## config.mk

```make
export PLATFORM = sky130hd
export DESIGN_NAME = fan_monitor_config_regs
export DESIGN_NICKNAME = d
export VERILOG_FILES = /design/src/verilog/bit_sync2.v /design/src/verilog/pwm_wave_gen.v /design/src/verilog/fan_monitor_config_regs.v
export VERILOG_INCLUDE_DIRS = /design/src /design/src/verilog
export SDC_FILE = /design/constraint.sdc
export NUM_CORES = 1
export LEC_CHECK = 0
export BUFFER_PORTS_ARGS = -buffer_cell sky130_fd_sc_hd__buf_2
export CORE_ASPECT_RATIO = 1.1
export CORE_UTILIZATION = 55
export DETAILED_ROUTE_END_ITERATION = 10
export HOLD_SLACK_MARGIN = 0.06
export PLACE_DENSITY_LB_ADDON = 0.2
export RECOVER_POWER = 100
export SYNTH_ARGS = -nofsm -noshare
export SYNTH_HDL_FRONTEND = slang
export SYNTH_SLANG_ARGS = --single-unit
```

## constraint.sdc

```tcl
create_clock -name MCLK -period 3.3 [get_ports MCLK]
set_input_delay 0.165 -clock MCLK [delete_from_list [all_inputs] [get_ports MCLK]]
set_output_delay 0.165 -clock MCLK [all_outputs]
set_load 0.01 [all_outputs]
```

## src/verilog/fan_monitor_map.vh

```
/*
  Register offsets, reset values, field positions and mode codes of the
  fan monitor configuration block.
  Assumes inclusion by bare name from each design file that needs it.
*/
`ifndef FAN_MONITOR_MAP_VH
`define FAN_MONITOR_MAP_VH

`define FMC_CFG1_ADDR      8'h00
`define FMC_CFG2_ADDR      8'h01
`define FMC_CFG1_RESET     8'hD4
`define FMC_CFG2_RESET     8'h3D

`define FMC_OVERTEMP_OUTPUT_IE_BIT   7
`define FMC_DRV_HI_BIT     6
`define FMC_DRV_LO_BIT     5
`define FMC_FAULT_EN_BIT   4
`define FMC_PWM_INV_BIT    3
`define FMC_FAN_IE_BIT     2
`define FMC_ALERT_EN_BIT   1
`define FMC_START_BIT      0
`define FMC_SWRST_BIT      7

`define FMC_MODE_MAX       2'h3
`define FMC_MODE_REMOTE    2'h2
`define FMC_MODE_SW_DUTY   2'h0
`define FMC_MODE_SW_RPM    2'h1

`define FMC_SLAVE_ADDR     7'h18
`define FMC_LOOP_DIV       1000
`define FMC_PWM_PRESCALE   4

`endif

```

## src/verilog/bit_sync2.v

```verilog
/*
  Two flip-flop synchroniser for a group of independent level inputs.
  Assumes each bit is a slow level; no bus coherence across bits.
*/
`timescale 1ns/100ps

module bit_sync2 #(
  parameter WIDTH = 2
) (
  input  wire             clk,
  input  wire             rst,
  input  wire [WIDTH-1:0] din,
  output wire [WIDTH-1:0] dout
);

  reg [WIDTH-1:0] meta_reg;
  reg [WIDTH-1:0] sync_reg;

  // idle bus level is high, so reset to ones
  always @(posedge clk or posedge rst) begin
    if (rst) begin
      meta_reg <= {WIDTH{1'b1}};
      sync_reg <= {WIDTH{1'b1}};
    end else begin
      meta_reg <= din;
      sync_reg <= meta_reg;
    end
  end

  assign dout = sync_reg;

endmodule // bit_sync2

```

## src/verilog/pwm_wave_gen.v

```verilog
/*
  PWM waveform generator with polarity control for the fan drive pin.
  Assumes duty 8'hFF means 100%; pin is open drain when inverted.
*/
`timescale 1ns/100ps

module pwm_wave_gen #(
  parameter PRESCALE = 4
) (
  input  wire       clk,
  input  wire       rst,
  input  wire       soft_rst,
  input  wire [7:0] duty,
  input  wire       invert,
  output reg        pin_out,
  output reg        pin_oe
);

  reg  [15:0] pre_reg;
  reg  [7:0]  cnt_reg;
  wire        tick;
  wire        active;

  assign tick   = (pre_reg == PRESCALE[15:0] - 16'h0001);
  // period of 255 steps so that 8'hFF stays active all the time
  assign active = (cnt_reg < duty);

  always @(posedge clk or posedge rst) begin
    if (rst) begin
      pre_reg <= 16'h0000;
      cnt_reg <= 8'h00;
      pin_out <= 1'b1;
      pin_oe  <= 1'b0;
    end else if (soft_rst) begin
      pre_reg <= 16'h0000;
      cnt_reg <= 8'h00;
      pin_out <= 1'b1;
      pin_oe  <= 1'b0;
    end else begin
      pre_reg <= tick ? 16'h0000 : pre_reg + 16'h0001;
      if (tick) begin
        cnt_reg <= (cnt_reg == 8'hFE) ? 8'h00 : cnt_reg + 8'h01;
      end
      if (invert) begin
        pin_out <= 1'b0;
        pin_oe  <= ~active;
      end else begin
        pin_out <= ~active;
        pin_oe  <= 1'b1;
      end
    end
  end

endmodule // pwm_wave_gen

```

## src/verilog/fan_monitor_config_regs.v

```verilog
/*
  Configuration registers of a temperature monitor and PWM fan controller,
  reached over an SMBus slave, with alert, overtemp, fault and PWM pins.
  Assumes flags, duty values and speed counts come from logic on MCLK;
  SCL and SDA arrive asynchronously from the bus.
*/
`timescale 1ns/100ps
`include "fan_monitor_map.vh"

module fan_monitor_config_regs #(
  parameter [6:0] SLAVE_ADDR   = `FMC_SLAVE_ADDR,
  parameter       LOOP_DIV     = `FMC_LOOP_DIV,
  parameter       PWM_PRESCALE = `FMC_PWM_PRESCALE
) (
  input  wire        MCLK,
  input  wire        RST,
  input  wire        SCL_IN,
  input  wire        SDA_IN,
  output wire        SDA_OUT,
  output wire        SDA_OE,
  input  wire        LOCAL_OVERTEMP_FLAG,
  input  wire        REMOTE_OVERTEMP_FLAG,
  input  wire        FAN_STALL_FLAG,
  input  wire        SPEED_ALARM_FLAG,
  input  wire [7:0]  DUTY_CYCLE_SETTING,
  input  wire [15:0] SPEED_TARGET,
  input  wire [15:0] SPEED_MEASURED,
  input  wire [7:0]  REMOTE_DUTY,
  input  wire [7:0]  LOCAL_DUTY,
  output wire        ALERT_N_OUT,
  output wire        ALERT_N_OE,
  output wire        OVERTEMP_OUTPUT_OUT,
  output wire        OVERTEMP_OUTPUT_OE,
  output wire        FAN_FAULT_OUT,
  output wire        FAN_FAULT_OE,
  output wire        PWM_OUT,
  output wire        PWM_OE,
  output wire [7:0]  DUTY_ACTIVE,
  output wire [7:0]  CONFIG_PRIMARY,
  output wire [7:0]  CONFIG_SECONDARY,
  output wire        SOFT_RESET
);
  localparam [2:0] S_IDLE = 3'h0;
  localparam [2:0] S_RX   = 3'h1;
  localparam [2:0] S_ACKW = 3'h2;
  localparam [2:0] S_ACKH = 3'h3;
  localparam [2:0] S_TX   = 3'h4;
  localparam [2:0] S_TXR  = 3'h5;
  localparam [2:0] S_MACK = 3'h6;
  localparam [7:0] CFG2_INIT = `FMC_CFG2_RESET;
  reg  [7:0]  cfg1_reg, shift_reg, ptr_reg;
  reg  [7:0]  duty_active_reg, loop_duty_reg;
  reg  [6:0]  cfg2_reg;
  reg  [2:0]  st_reg, bit_cnt_reg;
  reg  [1:0]  byte_idx_reg;
  reg  [15:0] loop_cnt_reg;
  reg         rw_reg, sda_drv_reg, sw_rst_reg, scl_d_reg, sda_d_reg;
  reg         alert_reg, overtemp_reg, fault_reg;
  wire [1:0]  bus_s, mode;
  wire [7:0]  rx_byte, rd_data;
  wire        scl_s, sda_s, scl_rise, scl_fall, start_cond, stop_cond;
  wire        loop_tick, any_overtemp_output, fan_bad, overtemp_output_int, fan_int;
  function [7:0] reg_read;
    input [7:0] addr;
    input [7:0] c1;
    input [6:0] c2;
    begin
      if (addr == `FMC_CFG1_ADDR) begin
        reg_read = c1;
      end else if (addr == `FMC_CFG2_ADDR) begin
        reg_read = {1'b0, c2};
      end else begin
        reg_read = 8'h00;
      end
    end
  endfunction
  ////////////////////////////////////////////////////////////////////////////
  // bus pin sampling
  bit_sync2 #(
    .WIDTH (2)
  ) u_sync (
    .clk  (MCLK),
    .rst  (RST),
    .din  ({SCL_IN, SDA_IN}),
    .dout (bus_s)
  );
  assign scl_s      = bus_s[1];
  assign sda_s      = bus_s[0];
  assign scl_rise   = scl_s & ~scl_d_reg;
  assign scl_fall   = ~scl_s & scl_d_reg;
  assign start_cond = scl_s & scl_d_reg & sda_d_reg & ~sda_s;
  assign stop_cond  = scl_s & scl_d_reg & ~sda_d_reg & sda_s;
  assign rx_byte    = {shift_reg[6:0], sda_s};
  assign rd_data    = reg_read(ptr_reg, cfg1_reg, cfg2_reg);

  ////////////////////////////////////////////////////////////////////////////
  // slave sequencer and configuration registers
  always @(posedge MCLK or posedge RST) begin
    if (RST) begin
      cfg1_reg     <= `FMC_CFG1_RESET;
      cfg2_reg     <= CFG2_INIT[6:0];
      st_reg       <= S_IDLE;
      bit_cnt_reg  <= 3'h0;
      byte_idx_reg <= 2'h0;
      shift_reg    <= 8'h00;
      ptr_reg      <= 8'h00;
      rw_reg       <= 1'b0;
      sda_drv_reg  <= 1'b0;
      sw_rst_reg   <= 1'b0;
      scl_d_reg    <= 1'b1;
      sda_d_reg    <= 1'b1;
    end else begin
      scl_d_reg  <= scl_s;
      sda_d_reg  <= sda_s;
      sw_rst_reg <= 1'b0;
      if (start_cond) begin
        st_reg       <= S_RX;
        bit_cnt_reg  <= 3'h0;
        byte_idx_reg <= 2'h0;
        sda_drv_reg  <= 1'b0;
      end else if (stop_cond) begin
        st_reg      <= S_IDLE;
        sda_drv_reg <= 1'b0;
      end else begin
        case (st_reg)
          S_RX: begin
            if (scl_rise) begin
              shift_reg   <= rx_byte;
              bit_cnt_reg <= bit_cnt_reg + 3'h1;
              if (bit_cnt_reg == 3'h7) begin
                st_reg <= S_ACKW;
                if (byte_idx_reg != 2'h2) begin
                  byte_idx_reg <= byte_idx_reg + 2'h1;
                end
                if (byte_idx_reg == 2'h0) begin
                  rw_reg <= rx_byte[0];
                  if (rx_byte[7:1] != SLAVE_ADDR) begin
                    st_reg <= S_IDLE;
                  end
                end else if (byte_idx_reg == 2'h1) begin
                  ptr_reg <= rx_byte;
                end else if (ptr_reg == `FMC_CFG2_ADDR && rx_byte[`FMC_SWRST_BIT]) begin
                  cfg1_reg   <= `FMC_CFG1_RESET;
                  cfg2_reg   <= CFG2_INIT[6:0];
                  sw_rst_reg <= 1'b1;
                  ptr_reg    <= 8'h00;
                  // acts on LSB rise, no ack
                  st_reg     <= S_IDLE;
                end else begin
                  if (ptr_reg == `FMC_CFG1_ADDR) begin
                    cfg1_reg <= rx_byte;
                  end else if (ptr_reg == `FMC_CFG2_ADDR) begin
                    cfg2_reg <= rx_byte[6:0];
                  end
                  ptr_reg <= ptr_reg + 8'h01;
                end
              end
            end
          end
          S_ACKW: begin
            if (scl_fall) begin
              sda_drv_reg <= 1'b1;
              st_reg      <= S_ACKH;
            end
          end
          S_ACKH: begin
            if (scl_fall) begin
              bit_cnt_reg <= 3'h0;
              if (rw_reg) begin
                shift_reg   <= rd_data;
                sda_drv_reg <= ~rd_data[7];
                ptr_reg     <= ptr_reg + 8'h01;
                st_reg      <= S_TX;
              end else begin
                sda_drv_reg <= 1'b0;
                st_reg      <= S_RX;
              end
            end
          end
          S_TX: begin
            if (scl_rise) begin
              bit_cnt_reg <= bit_cnt_reg + 3'h1;
              if (bit_cnt_reg == 3'h7) begin
                st_reg <= S_TXR;
              end
            end else if (scl_fall) begin
              shift_reg   <= {shift_reg[6:0], 1'b0};
              sda_drv_reg <= ~shift_reg[6];
            end
          end
          S_TXR: begin
            if (scl_fall) begin
              sda_drv_reg <= 1'b0;
              st_reg      <= S_MACK;
            end
          end
          S_MACK: begin
            // master nack ends the read
            if (scl_rise) begin
              st_reg <= sda_s ? S_IDLE : S_ACKH;
            end
          end
          default: begin
            sda_drv_reg <= 1'b0;
            st_reg      <= S_IDLE;
          end
        endcase
      end
    end
  end
  assign SDA_OUT = 1'b0;
  assign SDA_OE  = sda_drv_reg;

  ////////////////////////////////////////////////////////////////////////////
  // fan drive selection and speed loop
  // select bits 6 and 5
  assign mode = cfg1_reg[`FMC_START_BIT] ?
                {cfg1_reg[`FMC_DRV_HI_BIT], cfg1_reg[`FMC_DRV_LO_BIT]} :
                `FMC_MODE_SW_DUTY;
  assign loop_tick = (loop_cnt_reg == LOOP_DIV[15:0] - 16'h0001);
  always @(posedge MCLK or posedge RST) begin
    if (RST) begin
      loop_cnt_reg    <= 16'h0000;
      loop_duty_reg   <= 8'h00;
      duty_active_reg <= 8'h00;
    end else if (sw_rst_reg) begin
      loop_cnt_reg    <= 16'h0000;
      loop_duty_reg   <= 8'h00;
      duty_active_reg <= 8'h00;
    end else begin
      loop_cnt_reg <= loop_tick ? 16'h0000 : loop_cnt_reg + 16'h0001;
      // speed count above target means too slow
      if (loop_tick && mode == `FMC_MODE_SW_RPM) begin
        if (SPEED_MEASURED > SPEED_TARGET && loop_duty_reg != 8'hFF) begin
          loop_duty_reg <= loop_duty_reg + 8'h01;
        end else if (SPEED_MEASURED < SPEED_TARGET && loop_duty_reg != 8'h00) begin
          loop_duty_reg <= loop_duty_reg - 8'h01;
        end
      end
      case (mode)
        `FMC_MODE_MAX: begin
          duty_active_reg <= (REMOTE_DUTY > LOCAL_DUTY) ? REMOTE_DUTY : LOCAL_DUTY;
        end
        `FMC_MODE_REMOTE: begin
          duty_active_reg <= REMOTE_DUTY;
        end
        `FMC_MODE_SW_RPM: begin
          duty_active_reg <= loop_duty_reg;
        end
        default: begin
          duty_active_reg <= DUTY_CYCLE_SETTING;
        end
      endcase
    end
  end

  pwm_wave_gen #(
    .PRESCALE (PWM_PRESCALE)
  ) u_pwm (
    .clk      (MCLK),
    .rst      (RST),
    .soft_rst (sw_rst_reg),
    .duty     (duty_active_reg),
    .invert   (cfg1_reg[`FMC_PWM_INV_BIT]),
    .pin_out  (PWM_OUT),
    .pin_oe   (PWM_OE)
  );

  ////////////////////////////////////////////////////////////////////////////
  // interrupt and status pins
  assign any_overtemp_output = LOCAL_OVERTEMP_FLAG | REMOTE_OVERTEMP_FLAG;
  assign fan_bad   = FAN_STALL_FLAG | SPEED_ALARM_FLAG;
  assign overtemp_output_int = cfg1_reg[`FMC_OVERTEMP_OUTPUT_IE_BIT] & any_overtemp_output;
  assign fan_int   = cfg1_reg[`FMC_FAN_IE_BIT] & fan_bad;
  always @(posedge MCLK or posedge RST) begin
    if (RST) begin
      alert_reg    <= 1'b0;
      overtemp_reg <= 1'b0;
      fault_reg    <= 1'b0;
    end else begin
      alert_reg    <= cfg1_reg[`FMC_ALERT_EN_BIT] & (overtemp_output_int | fan_int);
      overtemp_reg <= ~cfg1_reg[`FMC_OVERTEMP_OUTPUT_IE_BIT] & any_overtemp_output;
      fault_reg    <= cfg1_reg[`FMC_FAULT_EN_BIT] & fan_bad;
    end
  end
  // open-drain pins only ever pull low
  assign ALERT_N_OUT         = 1'b0;
  assign ALERT_N_OE          = alert_reg;
  assign OVERTEMP_OUTPUT_OUT = 1'b0;
  assign OVERTEMP_OUTPUT_OE  = overtemp_reg;
  assign FAN_FAULT_OUT       = 1'b0;
  assign FAN_FAULT_OE        = fault_reg;
  assign DUTY_ACTIVE         = duty_active_reg;
  assign CONFIG_PRIMARY      = cfg1_reg;
  assign CONFIG_SECONDARY    = {1'b0, cfg2_reg};
  assign SOFT_RESET          = sw_rst_reg;

endmodule // fan_monitor_config_regs

```

### Word-level counts from Yosys, hierarchy flattened

Index checks and enable logic that the tools add are counted.

| cells by class | value |
|---|---|
| muxes and demuxes | 85 |
| bitwise gates (word level) | 27 |
| order comparisons | 4 |
| eq/ne operators | 40 |
| multiply operators | 0 |
| reductions and logical operators | 31 |
| shift operators | 0 |
| div/mod/pow operators | 0 |
| add/subtract/negate cells | 8 |

Operators with widths:

| operator | count |
|---|---|
| 8-bit 2-to-1 mux | 19 |
| 16-bit 2-to-1 mux | 4 |
| 7-bit 2-to-1 mux | 9 |
| 3-bit 2-to-1 mux | 16 |
| 4-bit != test, second input constant | 10 |
| 16-bit by 1-bit adder with 16-bit output, second input constant | 2 |
| 8-bit AND reduction | 4 |
| 8-bit by 1-bit adder with 8-bit output, second input constant | 3 |
| 8-bit case mux with 3 select lines | 1 |
| 2-bit 2-to-1 mux | 11 |
| 7-bit case mux with 3 select lines | 1 |
| 1-bit 2-to-1 mux | 20 |
| 2-bit != test, second input constant | 9 |
| 3-bit case mux with 6 select lines | 1 |
| 2-bit nonzero test | 9 |
| 16-bit by 10-bit equality test with 1-bit output, second input constant | 1 |
| 16-bit by 2-bit equality test with 1-bit output, second input constant | 1 |
| 16-bit > comparator | 1 |
| 16-bit < comparator | 1 |
| 8-bit case mux with 2 select lines | 1 |
| 1-bit AND | 12 |
| 3-bit equality test, second input constant | 4 |
| 1-bit inverter | 12 |
| 6-bit AND reduction | 2 |
| 29 further kinds | 41 |

| word-level totals | value |
|---|---|
| memory bits (read-only) | 0 |
| output and inout bits | 35 |
| input port bits | 64 |
| RAM bits | 0 |
| flip-flop bits (word level) | 108 |
| word-level logic and storage cells | 219 |
| bits in latches | 0 |
| memories kept | 0 |

### Logic depth before layout (Yosys ltp)

| logic depth | value |
|---|---|
| depth after elaboration | 10 |
| gate-level depth with buffers | 15 |
| mapped depth without buffers | 15 |

### Hierarchy

Synthesis repeated with hierarchy kept, for this count alone.

| second synthesis, totals | value |
|---|---|
| cells, all modules | 809 |
| area total of the unflattened synthesis | 7048.0 um2 |

Modules (own cells, without submodules):

| module | area each (um2) | seq. area each (um2) | cells each | instances |
|---|---|---|---|---|
| fan_monitor_config_regs | 5373.9 | 1965.6 | 646 | 1 |
| pwm_wave_gen | 1565.3 | 651.9 | 158 | 1 |
| bit_sync2 | 108.9 | 105.1 | 5 | 1 |

### Worst setup path after synthesis

No wires, ideal clock.

| timing path | value |
|---|---|
| path type | in2reg |
| start point | input port SPEED_TARGET[15] |
| end point | register loop_duty_reg[7] |
| path buffers | 0 |
| library setup time | 0.128 ns |
| data required time | 3.172 ns |
| stages | 14 |
| arrival | 3.072 ns |
| path slack | 0.100 ns |
| path through | inv_1 -> ha_1 -> nand4_2 -> or3_1 -> a21o_1 -> nand3_1 -> nand2_1 -> ha_1 -> and3_1 -> a221o_1 -> o41ai_1 -> nand2_1 -> mux2i_1 -> mux2_1 |

| on the way | value |
|---|---|
| word-level cells in the longest chain between the ends | 5 |
| elaborated cells on any way between the ends | 9 |
| those cells by class | order compare: 2; mux: 3; reduce/logical: 4 |

RTL lines:

| element | RTL line | text |
|---|---|---|
| start: declaration | fan_monitor_config_regs.v:26 | `input wire [15:0] SPEED_TARGET,` |
| 16-bit > comparator | fan_monitor_config_regs.v:234 | `if (SPEED_MEASURED > SPEED_TARGET && loop_duty_reg != 8'hFF) begin` |
| 1-bit logical AND | fan_monitor_config_regs.v:234 |  |
| 8-bit 2-to-1 mux | fan_monitor_config_regs.v:234 |  |
| 8-bit 2-to-1 mux | fan_monitor_config_regs.v:233 | `` if (loop_tick && mode == `FMC_MODE_SW_RPM) begin `` |
| 8-bit 2-to-1 mux | fan_monitor_config_regs.v:226 | `end else if (sw_rst_reg) begin` |
| end signal: assignment | fan_monitor_config_regs.v:235 | `loop_duty_reg <= loop_duty_reg + 8'h01;` |
| end signal: assignment | fan_monitor_config_regs.v:237 | `loop_duty_reg <= loop_duty_reg - 8'h01;` |
| end: declaration | fan_monitor_config_regs.v:52 | `reg [7:0] duty_active_reg, loop_duty_reg;` |

Parallel ways exist; a longest one is shown, timed or not. The select of a mux whose other input is x is not followed.
A chain may end at the register's enable or synchronous reset.

### Worst setup path in the final report

| timing path | value |
|---|---|
| start point | input port SPEED_TARGET[9] |
| end point | register loop_duty_reg[7] |

The elaborated chain is that of the path after synthesis.

==> flow_metrics.env <==
export IMPL_outcome="completed"
export IMPL_yosysSeqAreaShare=0.398
export IMPL_synth_top_area_share=0.336
export IMPL_syn_inst=783
export IMPL_maxSlewHeadroom=0.0593
export IMPL_fin_crit_ps=3190
export IMPL_antenna_found_initial=0
export IMPL_fmax_mhz=313
export IMPL_vias_per_cell=6.04
export IMPL_grt_pass1_vias=6116
export IMPL_ir_drop_uv=430
export IMPL_hold_slack_ps=91.6
export IMPL_dieArea_um2=12900
export IMPL_drt_first_iter_violations=532
export IMPL_cp_slowest_cell="or3_1"
export IMPL_cap_viol_max_count=0
export IMPL_pre_cts_ws_ps=-179
export IMPL_synthAdderAreaFrac=0.0924
export IMPL_setup_viol=0
export IMPL_yosys_warnings=0
export IMPL_avgRoutedWirePerCell_um=16.4
export IMPL_start_kind="input pin"
export IMPL_clock_latency_ps=350
export IMPL_drc_errors=0
export IMPL_synth_compound_area_frac=0.187
export IMPL_fin_worst_skew_ps=14.4
export IMPL_clockPowerShare=0.371
export IMPL_reg2reg_slack_ps=400
export IMPL_utilization=0.648
export IMPL_hold_path_class="in -> reg"
export IMPL_critPathArrivalTime_ps=3420
export IMPL_ys_ff_latch=108
export IMPL_place_area_um2=7510
export IMPL_worst_slack_ps=109
export IMPL_total_power_mw=2.88
export IMPL_ios=99
export IMPL_p_seq_frac=0.489
export IMPL_first_pass_iters=5
export IMPL_drive_gt1_frac=0.136
export IMPL_place_inst=1020
export IMPL_cpPeakStageDelay_ps=390
export IMPL_grt_pass1_wl_um=28300
export IMPL_met2RoutedLength_um=8610
export IMPL_cp_cell_sequence="buf_2 > inv_1 > ha_1 > nand4_1 > or3_1 > a21o_1 > nand3_1 > nand2_1 > ha_1 > and3_1 > a221o_1 > o41ai_2 > nand2_1 > mux2i_1 > mux2_1"
export IMPL_worstSetupPathType="in -> reg"
export IMPL_clock_sinks=108
export IMPL_routed_wl_um=17100
export IMPL_hold_viol_final=0
export IMPL_power_report_internal_total_mw=2.09
export IMPL_synthXorXnorAreaFrac=0.0371
export IMPL_syn_area_um2=6850
export IMPL_min_period_over_period=0.967
export IMPL_ys_types=68
export IMPL_comb_power_share=0.139
export IMPL_leakagePower_nw=3.63
export IMPL_synthSimpleGateAreaFrac=0.213
export IMPL_via_count=6301
export IMPL_antenna_left=0
export IMPL_core_um2=12100
export IMPL_synth_avg_cell_area_um2=8.75
export IMPL_yosysMostFrequentCell="dfrtp_1"
export IMPL_io_buffers=93
export IMPL_grt_overflow_total=0
export IMPL_cp_max_fo=6
export IMPL_place_congestion=0.855
export IMPL_area_growth_pct=14.3
export IMPL_end_kind="register"
export IMPL_synth_top_cells_by_count="92 x dfrtp_1, 84 x nor2_1, 71 x nand2_1"
export IMPL_wl_met1_um=7260
export IMPL_grt_usage=0.273
export IMPL_synth_edf_count=0
export IMPL_muxShareOfSynthArea=0.0168
export IMPL_switching_share=0.277
export IMPL_async_flop_share=1.00
export IMPL_cts_tree="yes"
export IMPL_diodes=0
export IMPL_hpwl_um=12400
export IMPL_finalSetupTns_ps=0
export IMPL_worstMarginPinSlew_ps=1410
export IMPL_top_layer="met4"
export IMPL_chipHeight_um=119
export IMPL_crit_family="simple AND/OR/NAND/NOR gates"
export IMPL_clk_path_buf_depth=2
export IMPL_die_w_um=108
export IMPL_dr_wl_met3_um=945
export IMPL_core_rowCount=42
export IMPL_p_per_area_nw_per_um2=368
export IMPL_final_max_slew_viol_count=0
export IMPL_nNetsFinal=998
export IMPL_cts_htree_levels=3
export IMPL_fin_cells=1043
export IMPL_required_ps=3530
export IMPL_post_synth_top_area_cell="dfrtp_1"
export IMPL_power_switching_uw=798
export IMPL_synthTopCellsByArea="dfrtp_1 34%, ha_1 9.0%, dfstp_2 6.1%"
export IMPL_cts_buffers=9
export IMPL_cts_root_buf="clkbuf_16"
export IMPL_critPathBufInv=2
export IMPL_synth_top_family_by_area="simple AND/OR/NAND/NOR gates"
export IMPL_initial_core_util=0.567
export IMPL_synth_flop_cell="dfrtp_1"
export IMPL_clkTransAtPathRegs_ps=80
export IMPL_stdcell_area_um2=7830
export IMPL_grt_max_degree=69
power groups by stage:
stage | sequential, mW | combinational, mW | clock, mW
floorplan | 1.42 | 0.255 | 0
global placement | 1.43 | 0.367 | 0
detailed placement | 1.43 | 0.390 | 0
CTS | 1.41 | 0.399 | 1.09
global route | 1.41 | 0.449 | 1.14
finish | 1.41 | 0.402 | 1.07
tightest hold or removal path, stage by stage:
cell and delay, ps:
buf_2 110, nand3_1 60, o211ai_1 70
layout make-up:
type	count	area, um2
fill	1000	4260
multi-input combinational	586	3760
sequential	108	2720
timing repair buffer	118	634
clock buffer	10	239
inverter	61	229
tap	154	193
clock inverter	6	55.1
path summary, 6_finish.rpt:
path                                                   start                            to  cells past startpoint
worst min register to register  u_sync.meta_reg[1]$_DFF_PP1_      u_sync.dout[1]$_DFF_PP1_                      0
worst max register to register  loop_duty_reg[6]$_DFFE_PP0P_  loop_duty_reg[7]$_DFFE_PP0P_                     11
worst max-delay path                         SPEED_TARGET[9]  loop_duty_reg[7]$_DFFE_PP0P_                     15
worst min-delay path                           LOCAL_DUTY[6]      DUTY_ACTIVE[6]$_DFF_PP0_                      3
max in group asynchronous                                RST      shift_reg[2]$_DFFE_PP0P_                      4
min in group asynchronous                                RST      DUTY_ACTIVE[4]$_DFF_PP0_                      3
per-layer routing:
layer / GRT usage / vias up
met5: 0 / -
met4: 0.0794 / 0
met3: 0.0443 / 33
met2: 0.471 / 227
met1: 0.348 / 3049
li1: - / 2992
cell families after synthesis:
group / Yosys count
other: 1
AOI/OAI and AO/OA: 192
DFF: 108
and+or+nand+nor: 299
xor gates and xnor gates: 29
adders and majority gates: 50
muxes: 11
buffers and inverters: 93
timing repair:
item	in CTS	in global routing
endpoints found under the setup margin	0	1
hold buffers	7	0
setup buffers	0	0
hold endpoints to repair	60	0
resized for setup	0	2
cell usage in the layout, fill, tap and decap left out, drive strengths merged, types with 9 or more instances in the layout:
cell type | Yosys | final
o31ai | 9 | 9
a21oi | 34 | 34
inv | 61 | 64
a22oi | 10 | 10
ha | 49 | 49
dfstp | 16 | 16
clkbuf | 23 | 36
nor2 | 84 | 84
and3 | 15 | 15
dfrtp | 92 | 92
xor2 | 19 | 19
o211ai | 10 | 10
nand3 | 37 | 37
nand2 | 71 | 71
xnor2 | 10 | 10
nor3 | 20 | 20
a22o | 9 | 9
nand4 | 21 | 21
buf | 9 | 85
o21ai | 57 | 57
No activity file was read; power rests on OpenSTA's default activity.
